$ cat src/ocd_pkg.sv
// Shared constants for the on-screen-display channel distributor
package ocd_pkg;
    // ------------------------------------------------------------
    // Register map (byte addresses)
    // ------------------------------------------------------------
    localparam logic [4:0] ADDR_ROW_CMD  = 5'h00;
    localparam logic [4:0] ADDR_BG_CTRL  = 5'h04;
    localparam logic [4:0] ADDR_CLEAR    = 5'h08;
    localparam logic [4:0] ADDR_STATUS   = 5'h0C;
    localparam logic [4:0] ADDR_ROW_BITS = 5'h10;
    // ------------------------------------------------------------
    // Field layout of the output pin control word
    // ------------------------------------------------------------
    localparam logic [7:0] CMD_OPCODE    = 8'h9C;
    localparam int         CMD_OP_HI     = 15;
    localparam int         CMD_OP_LO     = 8;
    localparam int         CMD_AUX2_BIT  = 7;
    localparam int         CMD_AUX1_BIT  = 6;
    localparam int         CMD_ZERO_HI   = 5;
    localparam int         CMD_ZERO_LO   = 4;
    localparam int         CMD_ROW_HI    = 3;
    localparam int         CMD_ROW_LO    = 0;
    // ------------------------------------------------------------
    // Geometry and reset values
    // ------------------------------------------------------------
    localparam int         ROWS          = 12;
    localparam int         COLS          = 24;
    localparam logic [4:0] COL_HALF      = 5'h0C;
    localparam logic [3:0] ROW_LIMIT     = 4'hC;
    localparam logic [2:0] BG_CTRL_RST   = 3'h7;
    localparam logic [15:0] ROW_CMD_RST  = 16'h0000;
    // ------------------------------------------------------------
    // Distribution formats and output modes
    // ------------------------------------------------------------
    localparam logic [1:0] FMT_A         = 2'h0;
    localparam logic [1:0] FMT_B         = 2'h1;
    localparam logic [1:0] FMT_C         = 2'h2;
    localparam logic       MODE_AUX      = 1'b1;
    localparam logic       MODE_3BLK     = 1'b0;
    // ------------------------------------------------------------
    // Bus answers
    // ------------------------------------------------------------
    localparam logic [1:0] RESP_OKAY     = 2'h0;
    localparam logic [1:0] RESP_SLVERR   = 2'h2;
endpackage

$ cat src/ocd_distributor.sv
// Dot routing of character, rim and background to RGB and aux channels
`timescale 1ns/1ps
`default_nettype none
module ocd_distributor #(
    parameter logic [1:0] FORMAT   = ocd_pkg::FMT_B,
    parameter logic       OUT_MODE = ocd_pkg::MODE_AUX
) (
    // Clock and reset
    input  wire logic        clk_sys,
    input  wire logic        resetn,
    // AXI4-Lite slave
    input  wire logic [4:0]  s_axi_awaddr,
    input  wire logic        s_axi_awvalid,
    output logic             s_axi_awready,
    input  wire logic [31:0] s_axi_wdata,
    input  wire logic [3:0]  s_axi_wstrb,
    input  wire logic        s_axi_wvalid,
    output logic             s_axi_wready,
    output logic [1:0]       s_axi_bresp,
    output logic             s_axi_bvalid,
    input  wire logic        s_axi_bready,
    input  wire logic [4:0]  s_axi_araddr,
    input  wire logic        s_axi_arvalid,
    output logic             s_axi_arready,
    output logic [31:0]      s_axi_rdata,
    output logic [1:0]       s_axi_rresp,
    output logic             s_axi_rvalid,
    input  wire logic        s_axi_rready,
    // Dot stream from the character generator
    input  wire logic [3:0]  dot_row,
    input  wire logic [4:0]  dot_col,
    input  wire logic [2:0]  dot_rgb,
    input  wire logic        dot_rim,
    input  wire logic        dot_bg,
    input  wire logic        cell_aux_two,
    input  wire logic        cell_disp_off,
    input  wire logic        nb_rim_spill,
    input  wire logic        nb_bg_spill,
    input  wire logic        nb_aux_two,
    // Channel outputs
    output logic [2:0]       rgb_out,
    output logic             rgb_blanking,
    output logic             aux_one,
    output logic             aux_one_blanking,
    output logic             aux_two,
    output logic             aux_two_blanking
);
    // ------------------------------------------------------------
    // Register bus
    // ------------------------------------------------------------
    logic        aw_have_reg;
    logic [4:0]  aw_addr_reg;
    logic        w_have_reg;
    logic [31:0] w_data_reg;
    logic [3:0]  w_strb_reg;
    logic        bvalid_reg;
    logic [1:0]  bresp_reg;
    logic        rvalid_reg;
    logic [31:0] rdata_reg;
    logic [1:0]  rresp_reg;
    logic [15:0] row_cmd_reg;
    logic [2:0]  bg_ctrl_reg;
    logic        reject_reg;
    logic [23:0] table_flat;

    wire wr_fire = aw_have_reg && w_have_reg && !bvalid_reg;
    wire rd_fire = s_axi_arvalid && !rvalid_reg;

    wire sel_cmd    = (aw_addr_reg == ocd_pkg::ADDR_ROW_CMD);
    wire sel_bg     = (aw_addr_reg == ocd_pkg::ADDR_BG_CTRL);
    wire sel_clr    = (aw_addr_reg == ocd_pkg::ADDR_CLEAR);
    wire sel_stat   = (aw_addr_reg == ocd_pkg::ADDR_STATUS);
    wire sel_rbits  = (aw_addr_reg == ocd_pkg::ADDR_ROW_BITS);
    wire wr_mapped  = sel_cmd || sel_bg || sel_clr || sel_stat || sel_rbits;

    // Output pin control word check
    wire [15:0] cmd_word  = w_data_reg[15:0];
    wire        cmd_full  = (w_strb_reg[1:0] == 2'h3);
    wire        cmd_valid = cmd_full
        && (cmd_word[ocd_pkg::CMD_OP_HI:ocd_pkg::CMD_OP_LO]
            == ocd_pkg::CMD_OPCODE)
        && (cmd_word[ocd_pkg::CMD_ZERO_HI:ocd_pkg::CMD_ZERO_LO] == 2'h0)
        && (cmd_word[ocd_pkg::CMD_ROW_HI:ocd_pkg::CMD_ROW_LO]
            < ocd_pkg::ROW_LIMIT);
    wire cmd_write  = wr_fire && sel_cmd;
    wire cmd_accept = cmd_write && cmd_valid;
    wire cmd_bad    = cmd_write && !cmd_valid;
    wire clr_pulse  = wr_fire && sel_clr && w_strb_reg[0] && w_data_reg[0];
    wire stat_w1c   = wr_fire && sel_stat && w_strb_reg[0] && w_data_reg[0];
    wire reject_next = cmd_bad || (reject_reg && !stat_w1c);

    wire [1:0] wr_resp = wr_mapped ? ocd_pkg::RESP_OKAY
                                   : ocd_pkg::RESP_SLVERR;

    wire [31:0] rd_mux =
        (s_axi_araddr == ocd_pkg::ADDR_ROW_CMD)  ? {16'h0000, row_cmd_reg} :
        (s_axi_araddr == ocd_pkg::ADDR_BG_CTRL)  ? {29'h0, bg_ctrl_reg} :
        (s_axi_araddr == ocd_pkg::ADDR_CLEAR)    ? 32'h0000_0000 :
        (s_axi_araddr == ocd_pkg::ADDR_STATUS)   ? {31'h0, reject_reg} :
        (s_axi_araddr == ocd_pkg::ADDR_ROW_BITS) ? {8'h00, table_flat} :
                                                   32'h0000_0000;
    wire rd_mapped = (s_axi_araddr == ocd_pkg::ADDR_ROW_CMD)
                  || (s_axi_araddr == ocd_pkg::ADDR_BG_CTRL)
                  || (s_axi_araddr == ocd_pkg::ADDR_CLEAR)
                  || (s_axi_araddr == ocd_pkg::ADDR_STATUS)
                  || (s_axi_araddr == ocd_pkg::ADDR_ROW_BITS);

    assign s_axi_awready = !aw_have_reg;
    assign s_axi_wready  = !w_have_reg;
    assign s_axi_bvalid  = bvalid_reg;
    assign s_axi_bresp   = bresp_reg;
    assign s_axi_arready = !rvalid_reg;
    assign s_axi_rvalid  = rvalid_reg;
    assign s_axi_rdata   = rdata_reg;
    assign s_axi_rresp   = rresp_reg;

    always_ff @(posedge clk_sys or negedge resetn) begin
        if (!resetn) begin
            aw_have_reg <= 1'b0;
            aw_addr_reg <= 5'h00;
            w_have_reg  <= 1'b0;
            w_data_reg  <= 32'h0000_0000;
            w_strb_reg  <= 4'h0;
        end else begin
            if (s_axi_awvalid && !aw_have_reg) begin
                aw_have_reg <= 1'b1;
                aw_addr_reg <= s_axi_awaddr;
            end else if (wr_fire) begin
                aw_have_reg <= 1'b0;
            end
            if (s_axi_wvalid && !w_have_reg) begin
                w_have_reg <= 1'b1;
                w_data_reg <= s_axi_wdata;
                w_strb_reg <= s_axi_wstrb;
            end else if (wr_fire) begin
                w_have_reg <= 1'b0;
            end
        end
    end

    always_ff @(posedge clk_sys or negedge resetn) begin
        if (!resetn) begin
            bvalid_reg  <= 1'b0;
            bresp_reg   <= ocd_pkg::RESP_OKAY;
            rvalid_reg  <= 1'b0;
            rdata_reg   <= 32'h0000_0000;
            rresp_reg   <= ocd_pkg::RESP_OKAY;
        end else begin
            if (wr_fire) begin
                bvalid_reg <= 1'b1;
                bresp_reg  <= wr_resp;
            end else if (s_axi_bready) begin
                bvalid_reg <= 1'b0;
            end
            if (rd_fire) begin
                rvalid_reg <= 1'b1;
                rdata_reg  <= rd_mux;
                rresp_reg  <= rd_mapped ? ocd_pkg::RESP_OKAY
                                        : ocd_pkg::RESP_SLVERR;
            end else if (s_axi_rready) begin
                rvalid_reg <= 1'b0;
            end
        end
    end

    always_ff @(posedge clk_sys or negedge resetn) begin
        if (!resetn) begin
            row_cmd_reg <= ocd_pkg::ROW_CMD_RST;
            bg_ctrl_reg <= ocd_pkg::BG_CTRL_RST;
            reject_reg  <= 1'b0;
        end else begin
            if (clr_pulse) begin
                row_cmd_reg <= ocd_pkg::ROW_CMD_RST;
            end else if (cmd_accept) begin
                row_cmd_reg <= cmd_word;
            end
            if (wr_fire && sel_bg && w_strb_reg[0]) begin
                bg_ctrl_reg <= w_data_reg[2:0];
            end
            reject_reg <= reject_next;
        end
    end

    // ------------------------------------------------------------
    // Row routing bits
    // ------------------------------------------------------------
    logic row_aux1;
    logic row_aux2;

    ocd_row_table #(
        .ROWS       (ocd_pkg::ROWS)
    ) u_rows (
        .clk_sys    (clk_sys),
        .resetn     (resetn),
        .clear      (clr_pulse),
        .wr_en      (cmd_accept),
        .wr_row     (cmd_word[ocd_pkg::CMD_ROW_HI:ocd_pkg::CMD_ROW_LO]),
        .wr_aux1    (cmd_word[ocd_pkg::CMD_AUX1_BIT]),
        .wr_aux2    (cmd_word[ocd_pkg::CMD_AUX2_BIT]),
        .rd_row     (dot_row),
        .rd_aux1    (row_aux1),
        .rd_aux2    (row_aux2),
        .table_flat (table_flat)
    );

    // ------------------------------------------------------------
    // Channel gating by format, row bits and column half
    // ------------------------------------------------------------
    wire col_lo = (dot_col < ocd_pkg::COL_HALF);
    wire col_hi = !col_lo;
    wire [1:0] rbits = {row_aux2, row_aux1};

    wire c_aux1 = (rbits == 2'b00) ? 1'b1 :
                  (rbits == 2'b01) ? col_lo :
                  (rbits == 2'b10) ? col_hi : 1'b0;
    wire c_aux2 = (rbits == 2'b00) ? 1'b0 :
                  (rbits == 2'b10) ? col_lo :
                  (rbits == 2'b01) ? col_hi : 1'b1;

    wire gate_aux1 = (FORMAT == ocd_pkg::FMT_A) ? !row_aux1 :
                     (FORMAT == ocd_pkg::FMT_B) ? 1'b1 :
                                                  c_aux1;
    wire gate_aux2 = (FORMAT == ocd_pkg::FMT_C) ? c_aux2 :
                                                  row_aux1;

    // Background enables: one shared bit unless in aux output mode
    wire aux_mode = (OUT_MODE == ocd_pkg::MODE_AUX);
    wire bg_rgb   = bg_ctrl_reg[0];
    wire bg_aux1  = aux_mode ? bg_ctrl_reg[1] : bg_ctrl_reg[0];
    wire bg_aux2  = aux_mode ? bg_ctrl_reg[2] : bg_ctrl_reg[0];

    // ------------------------------------------------------------
    // Per-channel dot composition
    // ------------------------------------------------------------
    wire shown_main = !cell_aux_two && !cell_disp_off;
    wire char_main  = shown_main && (|dot_rgb);
    wire hole_main  = cell_aux_two || cell_disp_off;
    wire rim_main   = hole_main && nb_rim_spill;
    wire bgsp_main  = cell_disp_off && !cell_aux_two
                      && nb_bg_spill;
    wire own_main   = shown_main && (dot_rim || (|dot_rgb));

    wire blk_rgb  = own_main || rim_main
                  || (bg_rgb && ((shown_main && dot_bg) || bgsp_main));
    wire blk_aux1 = own_main || rim_main
                  || (bg_aux1 && ((shown_main && dot_bg) || bgsp_main));

    wire char_a2  = cell_aux_two && (|dot_rgb);
    wire own_a2   = cell_aux_two && (dot_rim || (|dot_rgb));
    wire rim_a2   = nb_aux_two && nb_rim_spill
                  && (cell_aux_two || cell_disp_off);
    wire blk_aux2 = own_a2 || rim_a2
                  || (bg_aux2 && cell_aux_two && dot_bg);

    always_ff @(posedge clk_sys or negedge resetn) begin
        if (!resetn) begin
            rgb_out          <= 3'h0;
            rgb_blanking     <= 1'b0;
            aux_one          <= 1'b0;
            aux_one_blanking <= 1'b0;
            aux_two          <= 1'b0;
            aux_two_blanking <= 1'b0;
        end else begin
            rgb_out          <= shown_main ? dot_rgb : 3'h0;
            rgb_blanking     <= blk_rgb;
            aux_one          <= gate_aux1 && char_main;
            aux_one_blanking <= gate_aux1 && blk_aux1;
            aux_two          <= gate_aux2 && char_a2;
            aux_two_blanking <= gate_aux2 && blk_aux2;
        end
    end
endmodule
`default_nettype wire

$ cat src/ocd_row_table.sv
// Per-row aux channel routing bits with bulk clear
`timescale 1ns/1ps
`default_nettype none
module ocd_row_table #(
    parameter int ROWS = 12
) (
    // Clock and reset
    input  wire logic                clk_sys,
    input  wire logic                resetn,
    // Update side
    input  wire logic                clear,
    input  wire logic                wr_en,
    input  wire logic [3:0]          wr_row,
    input  wire logic                wr_aux1,
    input  wire logic                wr_aux2,
    // Lookup side
    input  wire logic [3:0]          rd_row,
    output logic                     rd_aux1,
    output logic                     rd_aux2,
    output logic [2*ROWS-1:0]        table_flat
);
    logic [ROWS-1:0] aux1_reg;
    logic [ROWS-1:0] aux2_reg;

    genvar r;
    generate
        for (r = 0; r < ROWS; r++) begin : g_row
            wire hit = wr_en && (wr_row == 4'(r));
            always_ff @(posedge clk_sys or negedge resetn) begin
                if (!resetn) begin
                    aux1_reg[r] <= 1'b0;
                    aux2_reg[r] <= 1'b0;
                end else if (clear) begin
                    aux1_reg[r] <= 1'b0;
                    aux2_reg[r] <= 1'b0;
                end else if (hit) begin
                    aux1_reg[r] <= wr_aux1;
                    aux2_reg[r] <= wr_aux2;
                end
            end
            assign table_flat[2*r]   = aux1_reg[r];
            assign table_flat[2*r+1] = aux2_reg[r];
        end
    endgenerate

    // Out-of-range rows read as the default distribution
    wire row_ok = (rd_row < 4'(ROWS));
    assign rd_aux1 = row_ok ? aux1_reg[rd_row] : 1'b0;
    assign rd_aux2 = row_ok ? aux2_reg[rd_row] : 1'b0;
endmodule
`default_nettype wire

$ cat config.mk
export PLATFORM = sky130hd
export DESIGN_NAME = ocd_distributor
export DESIGN_NICKNAME = d
export VERILOG_FILES = /design/src/ocd_pkg.sv /design/src/ocd_distributor.sv /design/src/ocd_row_table.sv
export SDC_FILE = /design/constraint.sdc
export NUM_CORES = 1
export LEC_CHECK = 0
export ABC_AREA = 1
export BUFFER_PORTS_ARGS = -buffer_cell sky130_fd_sc_hd__buf_2
export CAP_MARGIN = 15
export CORE_MARGIN = 2
export CORE_UTILIZATION = 33
export CTS_BUF_LIST = sky130_fd_sc_hd__clkbuf_16
export DETAILED_ROUTE_END_ITERATION = 8
export MAX_ROUTING_LAYER = met4
export SYNTH_ARGS = -nofsm -noshare
export SYNTH_HDL_FRONTEND = slang
export SYNTH_SLANG_ARGS = --single-unit
export TNS_END_PERCENT = 50
$ cat constraint.sdc
create_clock -name clk_sys -period 1.7 [get_ports clk_sys]
set_clock_uncertainty 0.05 [all_clocks]
set_input_delay 0.255 -clock clk_sys [delete_from_list [all_inputs] [get_ports clk_sys]]
set_output_delay 0.255 -clock clk_sys [all_outputs]
set_load 0.01 [all_outputs]
==> impl_metrics.py, run 1 <==
metrics = {
    "outcome": {
        "status": "finished clean",
    },
    "routing": {
        "dr_total_vias": 4012,
        "wl_per_cell_um": 13.97,
        "ant_nets": 0,
        "drt_iter0_drc": 219,
        "drt-vias-per-instance": 4.782,
        "postRouteWirelength_mm": 11.72,
        "drcViolationCount": 0,
        "first_pass_iters": 4,
    },
    "die": {
        "coreArea_sq_um": 14370,
        "ioPinCount": 121,
        "die_y_um": 124.5,
        "die_w_um": 124.5,
        "die_area_sq_um": 15510,
        "rows": 44,
        "start_util_pct": 33.36,
    },
    "placement": {
        "dpl_worst_slack_ns": -0.006905,
        "portBuffers": 87,
        "dpl.hpwl_mm": 8.684,
        "routabilityCongestion": 0.8608,
    },
    "clock_tree": {
        "tritoncts": "built",
        "clock_path_buffers": 2,
        "cts_made_buffers": 9,
        "clk_latency_ns": 0.35,
        "clock-root-buffer": "clkbuf_16",
        "cts_sinks": 105,
        "cts.clk_slew.worst_paths_ns": 0.07,
        "cts.htree.levels": 3,
    },
    "logic_synthesis": {
        "ys_seq_area_share_pct": 54.89,
        "synth_seq_cells": 105,
        "syn-mean-instance-area_sq_um": 8.668,
        "ys_types": 29,
        "syn_inst": 553,
        "synth.cell_area_sq_um": 4793,
        "yosysWarnings": 0,
    },
    "global_routing": {
        "gr-max-usage-layer": "met2",
        "use_met3_pct": 3.136,
        "grt_pass1_wl_mm": 19.77,
        "grt_overflow": 0,
        "grt_pass1_vias": 4081,
        "grt_max_degree": 28,
        "grt_util_all_layers_pct": 16.15,
        "grtUsageMet1_pct": 21.68,
        "grtUsageMet2_pct": 24.85,
        "antenna_found_initial": 0,
    },
    "finish": {
        "drive_gt1_share_pct": 23.21,
        "layout.area.seq_sq_um": 2631,
        "nFillCells": 1468,
        "area_growth_pct": 20.57,
        "mostFrequentLayoutCells": "nand2_1, dfrtp_1, buf_2",
        "antenna_cells": 0,
        "nets": 722,
        "multiInputGateArea_sq_um": 1847,
        "layout_commonest_cell": "nand2_1",
    },
    "critical_path": {
        "worstPathRequired_ns": 1.89,
        "rr_worst_depth": 7,
        "start_kind": "register",
        "end_kind": "register",
        "critPathMaxFanout": 9,
        "cp.arrival_ns": 1.78,
        "critPathKind": "reg2reg",
    },
    "timing": {
        "timing.final.crit_share_pct": 93.73,
        "hold_viol": 0,
        "fin_ws_ns": 0.1065,
        "rsz0062_at_grt": "true",
        "period_needed_ns": 1.593,
        "drv_slew": 0,
        "max_freq_mhz": 627.6,
        "setup_viol": 0,
    },
    "min_path": {
        "hold_depth": 2,
        "min_path_type": "in2reg",
    },
    "pwr": {
        "p_per_area_nw_per_um2": 1180,
        "ir_worst_vdd_mv": 0.6118,
        "static-leakage-power_uw": 0.002973,
        "totalPowerFinal_uw": 6820,
    },
    "job": {
        "max-cap-violations": 0,
    },
}
-- metal layers --
layer,routed length [um],up-vias
li1,-,1971
met1,5470,1898
met2,5390,130
met3,673,13
met4,184,0
met5,0,-
-- report_power, final --
group / switching [uW] / internal, uW
Clock: 949 / 992
Sequential: 310 / 2960
Combinational: 1010 / 598
-- Yosys cell counts, drive strengths merged --
cell type	n	area (sq um)
buf	23	157.7
o21ai	23	115.1
a31oi	2	12.51
nor2	70	329.1
inv	49	183.9
dfstp	3	78.83
nand3	62	320.3
conb	1	3.750
clkbuf	7	26.28
nor3	5	30.03
mux2	11	123.9
o22ai	1	6.260
a21oi	43	215.2
o211ai	1	7.510
dfrtp	102	2552
o2111ai	1	8.760
o21ba	1	10.01
nand2	135	530.5
nand4	13	81.33
-- critical path: stages, from the launching register on --
cell and delay, ns:
dfrtp_1 0.39, nor2_2 0.15, inv_1 0.11, nor3_4 0.22, nand3_4 0.18, buf_4 0.23
nand3_1 0.09, nand2_1 0.06
-- final cells by class --
cell class / count / share of cell area [%]
Sequential cell: 105 / 45.53
Multi-Input combinational cell: 378 / 31.95
Timing Repair Buffer: 107 / 10.65
Tap cell: 184 / 3.984
Clock buffer: 9 / 3.897
Inverter: 49 / 3.183
Clock inverter: 7 / 0.8010
-- through the flow --
step	instance area, sq um	util [%]	instances	hold WS, ns	TNS (ns)
finish	5779	40.22	839	0.03798	0
global placement	5464	38.03	820	0.1353	0
detailed placement	5464	38.03	820	0.1391	-0.009533
global route	5779	40.22	839	0.05731	-0.1918
floorplan	4827	-	562	-0.09059	0
CTS	5753	40.04	837	0.03139	0
-- timing repair --
action | CTS | global route
setup endpoints to repair | 6 | 37
resized for setup | 1 | 2
cloned | 0 | 0
pin swaps | 0 | 2
hold buffers | 1 | 0
hold endpoints to repair | 17 | 0
buffers inserted | 0 | 2
-- kinds of logic after synthesis --
group | after synthesis | share of synthesized area, %
other | 1 | 0.07823
DFF | 105 | 54.89
buffers and inverters | 79 | 7.674
AOI/OAI and AO/OA | 72 | 7.831
muxes | 11 | 2.584
and+or+nand+nor | 285 | 26.94
-- worst paths after layout --
| check | from | endpoint | slack (ns) |
|---|---|---|---|
| hold reg to reg | row_cmd_reg[10]$_DFFE_PN0P_ | row_cmd_reg[10]$_DFFE_PN0P_ | 0.43 |
| max in group asynchronous | resetn | u_rows.table_flat[12]$_DFFE_PN0P_ | 0.76 |
| setup reg to reg | aw_addr_reg[1]$_DFFE_PN0P_ | u_rows.table_flat[8]$_DFFE_PN0P_ | 0.11 |
| setup / recovery | aw_addr_reg[1]$_DFFE_PN0P_ | u_rows.table_flat[8]$_DFFE_PN0P_ | 0.11 |
| min in group asynchronous | resetn | w_strb_reg[1]$_DFFE_PN0P_ | 0.29 |
| hold / removal | s_axi_bready | s_axi_bvalid$_DFFE_PN0P_ | 0.04 |
Note: power is estimated with default switching activity, not from simulation.
==> run 2, diff against run 1 <==
--- a/config.mk
+++ b/config.mk
@@ -10,7 +10,7 @@
 export CAP_MARGIN = 15
 export CORE_MARGIN = 2
 export CORE_UTILIZATION = 33
-export CTS_BUF_LIST = sky130_fd_sc_hd__clkbuf_16
+export CTS_BUF_LIST = sky130_fd_sc_hd__clkbuf_8 sky130_fd_sc_hd__clkbuf_16
 export DETAILED_ROUTE_END_ITERATION = 8
 export MAX_ROUTING_LAYER = met4
 export SYNTH_ARGS = -nofsm -noshare
==> run 2 against run 1 <==
Effect of this change: fmax barely moved; count of clock-buffer cells in the layout rose by 1; critical path depth did not move; sequential cell count did not move; final cell count did not move; largest cell class unchanged; highest routed layer unchanged.
==> impl_metrics.py, run 2 (synthesis gave the netlist of run 1 again) <==
metrics = {
    "clock_tree": {
        "cts.htree.levels": 3,
        "tritoncts": "built",
        "clock-root-buffer": "clkbuf_16",
        "cts.clk_slew.worst_paths_ns": 0.07,
        "cts_sinks": 105,
        "cts_made_buffers": 9,
        "clock_path_buffers": 2,
        "clk_latency_ns": 0.35,
    },
    "timing": {
        "hold_viol": 0,
        "setup_viol": 0,
        "drv_slew": 0,
        "fin_ws_ns": 0.1070,
        "period_needed_ns": 1.593,
        "rsz0062_at_grt": "true",
        "timing.final.crit_share_pct": 93.71,
        "max_freq_mhz": 627.7,
    },
    "die": {
        "die_area_sq_um": 15510,
        "die_w_um": 124.5,
        "rows": 44,
        "die_y_um": 124.5,
        "ioPinCount": 121,
        "start_util_pct": 33.36,
        "coreArea_sq_um": 14370,
    },
    "routing": {
        "dr_total_vias": 4011,
        "postRouteWirelength_mm": 11.71,
        "drcViolationCount": 0,
        "ant_nets": 0,
        "drt-vias-per-instance": 4.781,
        "wl_per_cell_um": 13.96,
        "drt_iter0_drc": 219,
        "first_pass_iters": 4,
    },
    "pwr": {
        "pwr-share-comb_pct": 23.4,
        "ir_worst_vdd_mv": 0.6118,
        "static-leakage-power_uw": 0.002979,
        "p_per_area_nw_per_um2": 1186,
        "p_int_uw": 4596,
        "power.switching_uw": 2268,
        "seq_power_share_pct": 47.7,
        "switching_share_pct": 33.05,
        "power_frac_clock_pct": 28.9,
    },
    "global_routing": {
        "grt_max_degree": 28,
        "grt_overflow": 0,
        "grt_util_all_layers_pct": 16.15,
        "antenna_found_initial": 0,
        "grt_pass1_vias": 4081,
        "grt_pass1_wl_mm": 19.77,
    },
    "placement": {
        "placed_cells": 820,
        "routabilityCongestion": 0.8608,
        "dpl.hpwl_mm": 8.684,
        "dpl_worst_slack_ns": -0.006905,
        "portBuffers": 87,
    },
    "critical_path": {
        "worstPathRequired_ns": 1.89,
        "slowest_delay_ns": 0.39,
        "start_kind": "register",
        "r2r_setup_slack_ns": 0.11,
        "critPathMaxFanout": 9,
        "rr_startpoint": "aw_addr_reg[1]$_DFFE_PN0P_",
        "critical_path_buf_inv_count": 2,
        "end_kind": "register",
        "r2r_end": "u_rows.table_flat[8]$_DFFE_PN0P_",
        "cp.arrival_ns": 1.78,
        "critPathKind": "reg2reg",
        "rr_worst_depth": 7,
        "path_cells": "nor2_2 -> inv_1 -> nor3_4 -> nand3_4 -> buf_4 -> nand3_1 -> nand2_1",
        "cp_top_family": "simple AND/OR/NAND/NOR gates",
        "slowest_stage": "dfrtp_1",
    },
    "finish": {
        "area_growth_pct": 20.78,
        "nets": 722,
        "layout.cells.non_filler": 839,
        "antenna_cells": 0,
        "final_core_util_pct": 40.29,
        "drive_gt1_share_pct": 23.36,
        "mostFrequentLayoutCells": "nand2_1, dfrtp_1, buf_2",
        "nFillCells": 1467,
        "layout_commonest_cell": "nand2_1",
    },
    "min_path": {
        "hold_depth": 2,
        "worstHoldEndpoint": "s_axi_bvalid$_DFFE_PN0P_",
        "hold_start": "s_axi_bready",
        "min_path_type": "in2reg",
    },
    "job": {
        "max-cap-violations": 0,
    },
    "outcome": {
        "status": "finished clean",
    },
}
## run 2: what timing repair did
item                                    CTS  global route
pin swaps                                 0             2
cloned                                    0             0
hold buffers                              1             0
endpoints found under the setup margin    6            37
resized for setup                         1             2
endpoints found under the hold margin    17             0
setup buffers                             0             2
## run 2: per-layer routing
layer / track usage (%) / vias up / wire length, um / share of wire (%)
met2: 24.85 / 133 / 5386 / 46
met4: 5.089 / 0 / 184 / 1.6
met1: 21.68 / 1893 / 5482 / 47
li1: - / 1972 / - / -
met3: 3.136 / 13 / 659 / 5.6
met5: - / - / 0 / 0
## run 2: layout make-up
| cell class | instances | area [sq um] | share of cell area (%) |
|---|---|---|---|
| Clock buffer | 10 | 239.0 | 4.128 |
| Clock inverter | 6 | 42.54 | 0.7348 |
| Inverter | 49 | 183.9 | 3.177 |
| Multi-Input combinational cell | 378 | 1847 | 31.90 |
| Sequential cell | 105 | 2631 | 45.45 |
| Tap cell | 184 | 230.2 | 3.977 |
| Timing Repair Buffer | 107 | 615.6 | 10.63 |
## run 2: power by group through the flow
stage / Sequential (uW) / Clock, uW / Combinational (uW)
after global placement: 3280 / 0 / 1550
after floorplan: 3280 / 0 / 1020
after CTS: 3260 / 2020 / 1610
after global routing: 3330 / 2120 / 1830
after detailed placement: 3310 / 0 / 1600
final: 3270 / 1990 / 1610
## run 2: how the worst max path moves through the flow
stage                                                    to  depth (start not counted)                        from  slack (ns)
after floorplan           u_rows.table_flat[22]$_DFFE_PN0P_                          7    s_axi_bvalid$_DFFE_PN0P_        0.29
after global placement     u_rows.table_flat[0]$_DFFE_PN0P_                          7  aw_addr_reg[1]$_DFFE_PN0P_        0.03
after detailed placement   u_rows.table_flat[8]$_DFFE_PN0P_                          7  aw_addr_reg[1]$_DFFE_PN0P_      -0.007
after CTS                  u_rows.table_flat[8]$_DFFE_PN0P_                          7  aw_addr_reg[1]$_DFFE_PN0P_        0.02
after global routing      u_rows.table_flat[21]$_DFFE_PN0P_                          7  aw_addr_reg[1]$_DFFE_PN0P_       -0.04
final                      u_rows.table_flat[8]$_DFFE_PN0P_                          7  aw_addr_reg[1]$_DFFE_PN0P_        0.11
## run 2: per-stage QoR
stage | setup TNS (ns) | hold WS, ns | power (uW) | instance area [sq um]
floorplan | 0 | -0.09059 | 4300 | 4827
global placement | 0 | 0.1353 | 4833 | 5464
detailed placement | -0.009533 | 0.1391 | 4906 | 5464
CTS | 0 | 0.03139 | 6897 | 5763
global route | -0.1915 | 0.05731 | 7282 | 5789
finish | 0 | 0.03806 | 6865 | 5789
==> run 3, diff against run 2 <==
--- a/config.mk
+++ b/config.mk
@@ -12,6 +12,7 @@
 export CORE_UTILIZATION = 33
 export CTS_BUF_LIST = sky130_fd_sc_hd__clkbuf_8 sky130_fd_sc_hd__clkbuf_16
 export DETAILED_ROUTE_END_ITERATION = 8
+export HOLD_SLACK_MARGIN = 0.05
 export MAX_ROUTING_LAYER = met4
 export SYNTH_ARGS = -nofsm -noshare
 export SYNTH_HDL_FRONTEND = slang
==> run 3 against run 2 <==
Effect of this change: non-clock buffer count rose by 1; worst setup slack lost 0.0017 ns; register-to-register slack is essentially flat; largest cell class unchanged; core utilization grew 0.070 points; final cell count is 0.12% higher; fmax down 0.11%.
==> impl_metrics.py, run 3 (synthesis gave the netlist of run 1 again) <==
metrics = {
    "critical_path": {
        "cp_top_family": "simple AND/OR/NAND/NOR gates",
        "slowest_delay_ns": 0.39,
        "cp.arrival_ns": 1.78,
        "critPathKind": "reg2reg",
        "critPathMaxFanout": 9,
        "path_cells": "nor2_2 -> inv_1 -> nor3_4 -> nand3_4 -> buf_4 -> nand3_1 -> nand2_1",
        "worstPathRequired_ns": 1.89,
        "start_kind": "register",
        "slowest_stage": "dfrtp_1",
        "critical_path_buf_inv_count": 2,
        "end_kind": "register",
    },
    "pwr": {
        "p_per_area_nw_per_um2": 1183,
        "ir_worst_vdd_mv": 0.6118,
        "static-leakage-power_uw": 0.002983,
        "totalPowerFinal_uw": 6858,
    },
    "placement": {
        "placed_cells": 820,
        "routabilityCongestion": 0.8608,
        "dpl.hpwl_mm": 8.684,
        "placedInstanceArea_sq_um": 5464,
        "portBuffers": 87,
    },
    "clock_tree": {
        "clk_latency_ns": 0.35,
        "cts_sinks": 105,
        "cts.clk_slew.worst_paths_ns": 0.07,
        "tritoncts": "built",
        "clock-root-buffer": "clkbuf_16",
        "cts.htree.levels": 3,
        "clock_path_buffers": 2,
        "cts_made_buffers": 9,
    },
    "min_path": {
        "min_path_type": "in2reg",
    },
    "global_routing": {
        "gr-max-usage-layer": "met2",
        "grt_max_degree": 28,
        "grt_pass1_vias": 4081,
        "grtUsageMet1_pct": 21.68,
        "grt_overflow": 0,
        "use_met3_pct": 3.136,
        "antenna_found_initial": 0,
        "grt_pass1_wl_mm": 19.77,
        "grtUsageMet2_pct": 24.85,
        "grt_util_all_layers_pct": 16.15,
    },
    "die": {
        "die_area_sq_um": 15510,
        "coreArea_sq_um": 14370,
        "ioPinCount": 121,
        "rows": 44,
        "start_util_pct": 33.36,
        "die_y_um": 124.5,
        "die_w_um": 124.5,
    },
    "timing": {
        "drv_slew": 0,
        "setup_viol": 0,
        "rsz0062_at_grt": "true",
        "timing.final.crit_share_pct": 93.81,
        "max_freq_mhz": 627.0,
        "slew_headroom_pct": 66.35,
        "worst_slew_pin_slew_ns": 0.5042,
        "period_needed_ns": 1.595,
        "hold_viol": 0,
    },
    "routing": {
        "drcViolationCount": 0,
        "first_pass_iters": 5,
        "wl_per_cell_um": 13.93,
        "drt-vias-per-instance": 4.793,
        "dr_total_vias": 4026,
        "postRouteWirelength_mm": 11.70,
        "drt_iter0_drc": 221,
        "ant_nets": 0,
    },
    "job": {
        "max-cap-violations": 0,
    },
    "finish": {
        "fin_area_sq_um": 5799,
        "area_growth_pct": 20.99,
        "nets": 723,
        "mostFrequentLayoutCells": "nand2_1, dfrtp_1, buf_2",
        "layout.cells.non_filler": 840,
        "layout_commonest_cell": "nand2_1",
        "final_core_util_pct": 40.36,
        "antenna_cells": 0,
        "nFillCells": 1466,
        "drive_gt1_share_pct": 23.32,
    },
    "outcome": {
        "status": "finished clean",
    },
}
run 3: timing repair:
| action | CTS | global route |
|---|---|---|
| pin swaps | 0 | 2 |
| setup buffers | 0 | 2 |
| cloned | 0 | 0 |
| gates resized for setup | 1 | 2 |
| setup endpoints to repair | 6 | 37 |
| hold buffers | 2 | 0 |
| hold endpoints to repair | 20 | 0 |
run 3: path summary, 6_finish.rpt:
kind,from,to,slack [ns],cells after the start
max in group asynchronous,resetn,row_cmd_reg[10]$_DFFE_PN0P_,0.75,3
min reg2reg,row_cmd_reg[10]$_DFFE_PN0P_,row_cmd_reg[10]$_DFFE_PN0P_,0.43,2
max,aw_addr_reg[1]$_DFFE_PN0P_,u_rows.table_flat[8]$_DFFE_PN0P_,0.11,7
min,s_axi_rready,s_axi_rvalid$_DFFE_PN0P_,0.05,2
min in group asynchronous,resetn,w_strb_reg[1]$_DFFE_PN0P_,0.29,2
max reg2reg,aw_addr_reg[1]$_DFFE_PN0P_,u_rows.table_flat[8]$_DFFE_PN0P_,0.11,7
run 3: stage by stage:
stage	setup TNS [ns]	setup WS (ns)	hold WS, ns
after floorplan	0	0.2870	-0.09059
after global placement	0	0.03106	0.1353
after detailed placement	-0.009533	-0.006905	0.1391
after CTS	0	0.02369	0.05970
after global routing	-0.1915	-0.03986	0.06374
final	0	0.1052	0.05328
run 3: power by group:
group / switching [uW] / internal [uW]
Clock: 941 / 1040
Sequential: 311 / 2960
Combinational: 1010 / 599
Total: 2260 / 4600
run 3: layout make-up:
type	instances	area (sq um)	area share [%]
Multi-Input combinational cell	378	1847	31.84
Sequential cell	105	2631	45.37
Timing Repair Buffer	108	625.6	10.79
Inverter	49	183.9	3.172
Tap cell	184	230.2	3.970
Clock buffer	10	239.0	4.121
Clock inverter	6	42.54	0.7335
run 3: worst reg2reg max path, cell delays in order, from the launching register on:
cell and delay [ns]:
dfrtp_1 0.39, nor2_2 0.15, inv_1 0.11, nor3_4 0.22, nand3_4 0.18, buf_4 0.23, nand3_1 0.09, nand2_1 0.06
run 3: routing by layer:
metal / vias to the layer above / routed length (um)
met1: 1918 / 5565
li1: 1972 / -
met2: 123 / 5356
met3: 13 / 590
met4: 0 / 184
met5: - / 0
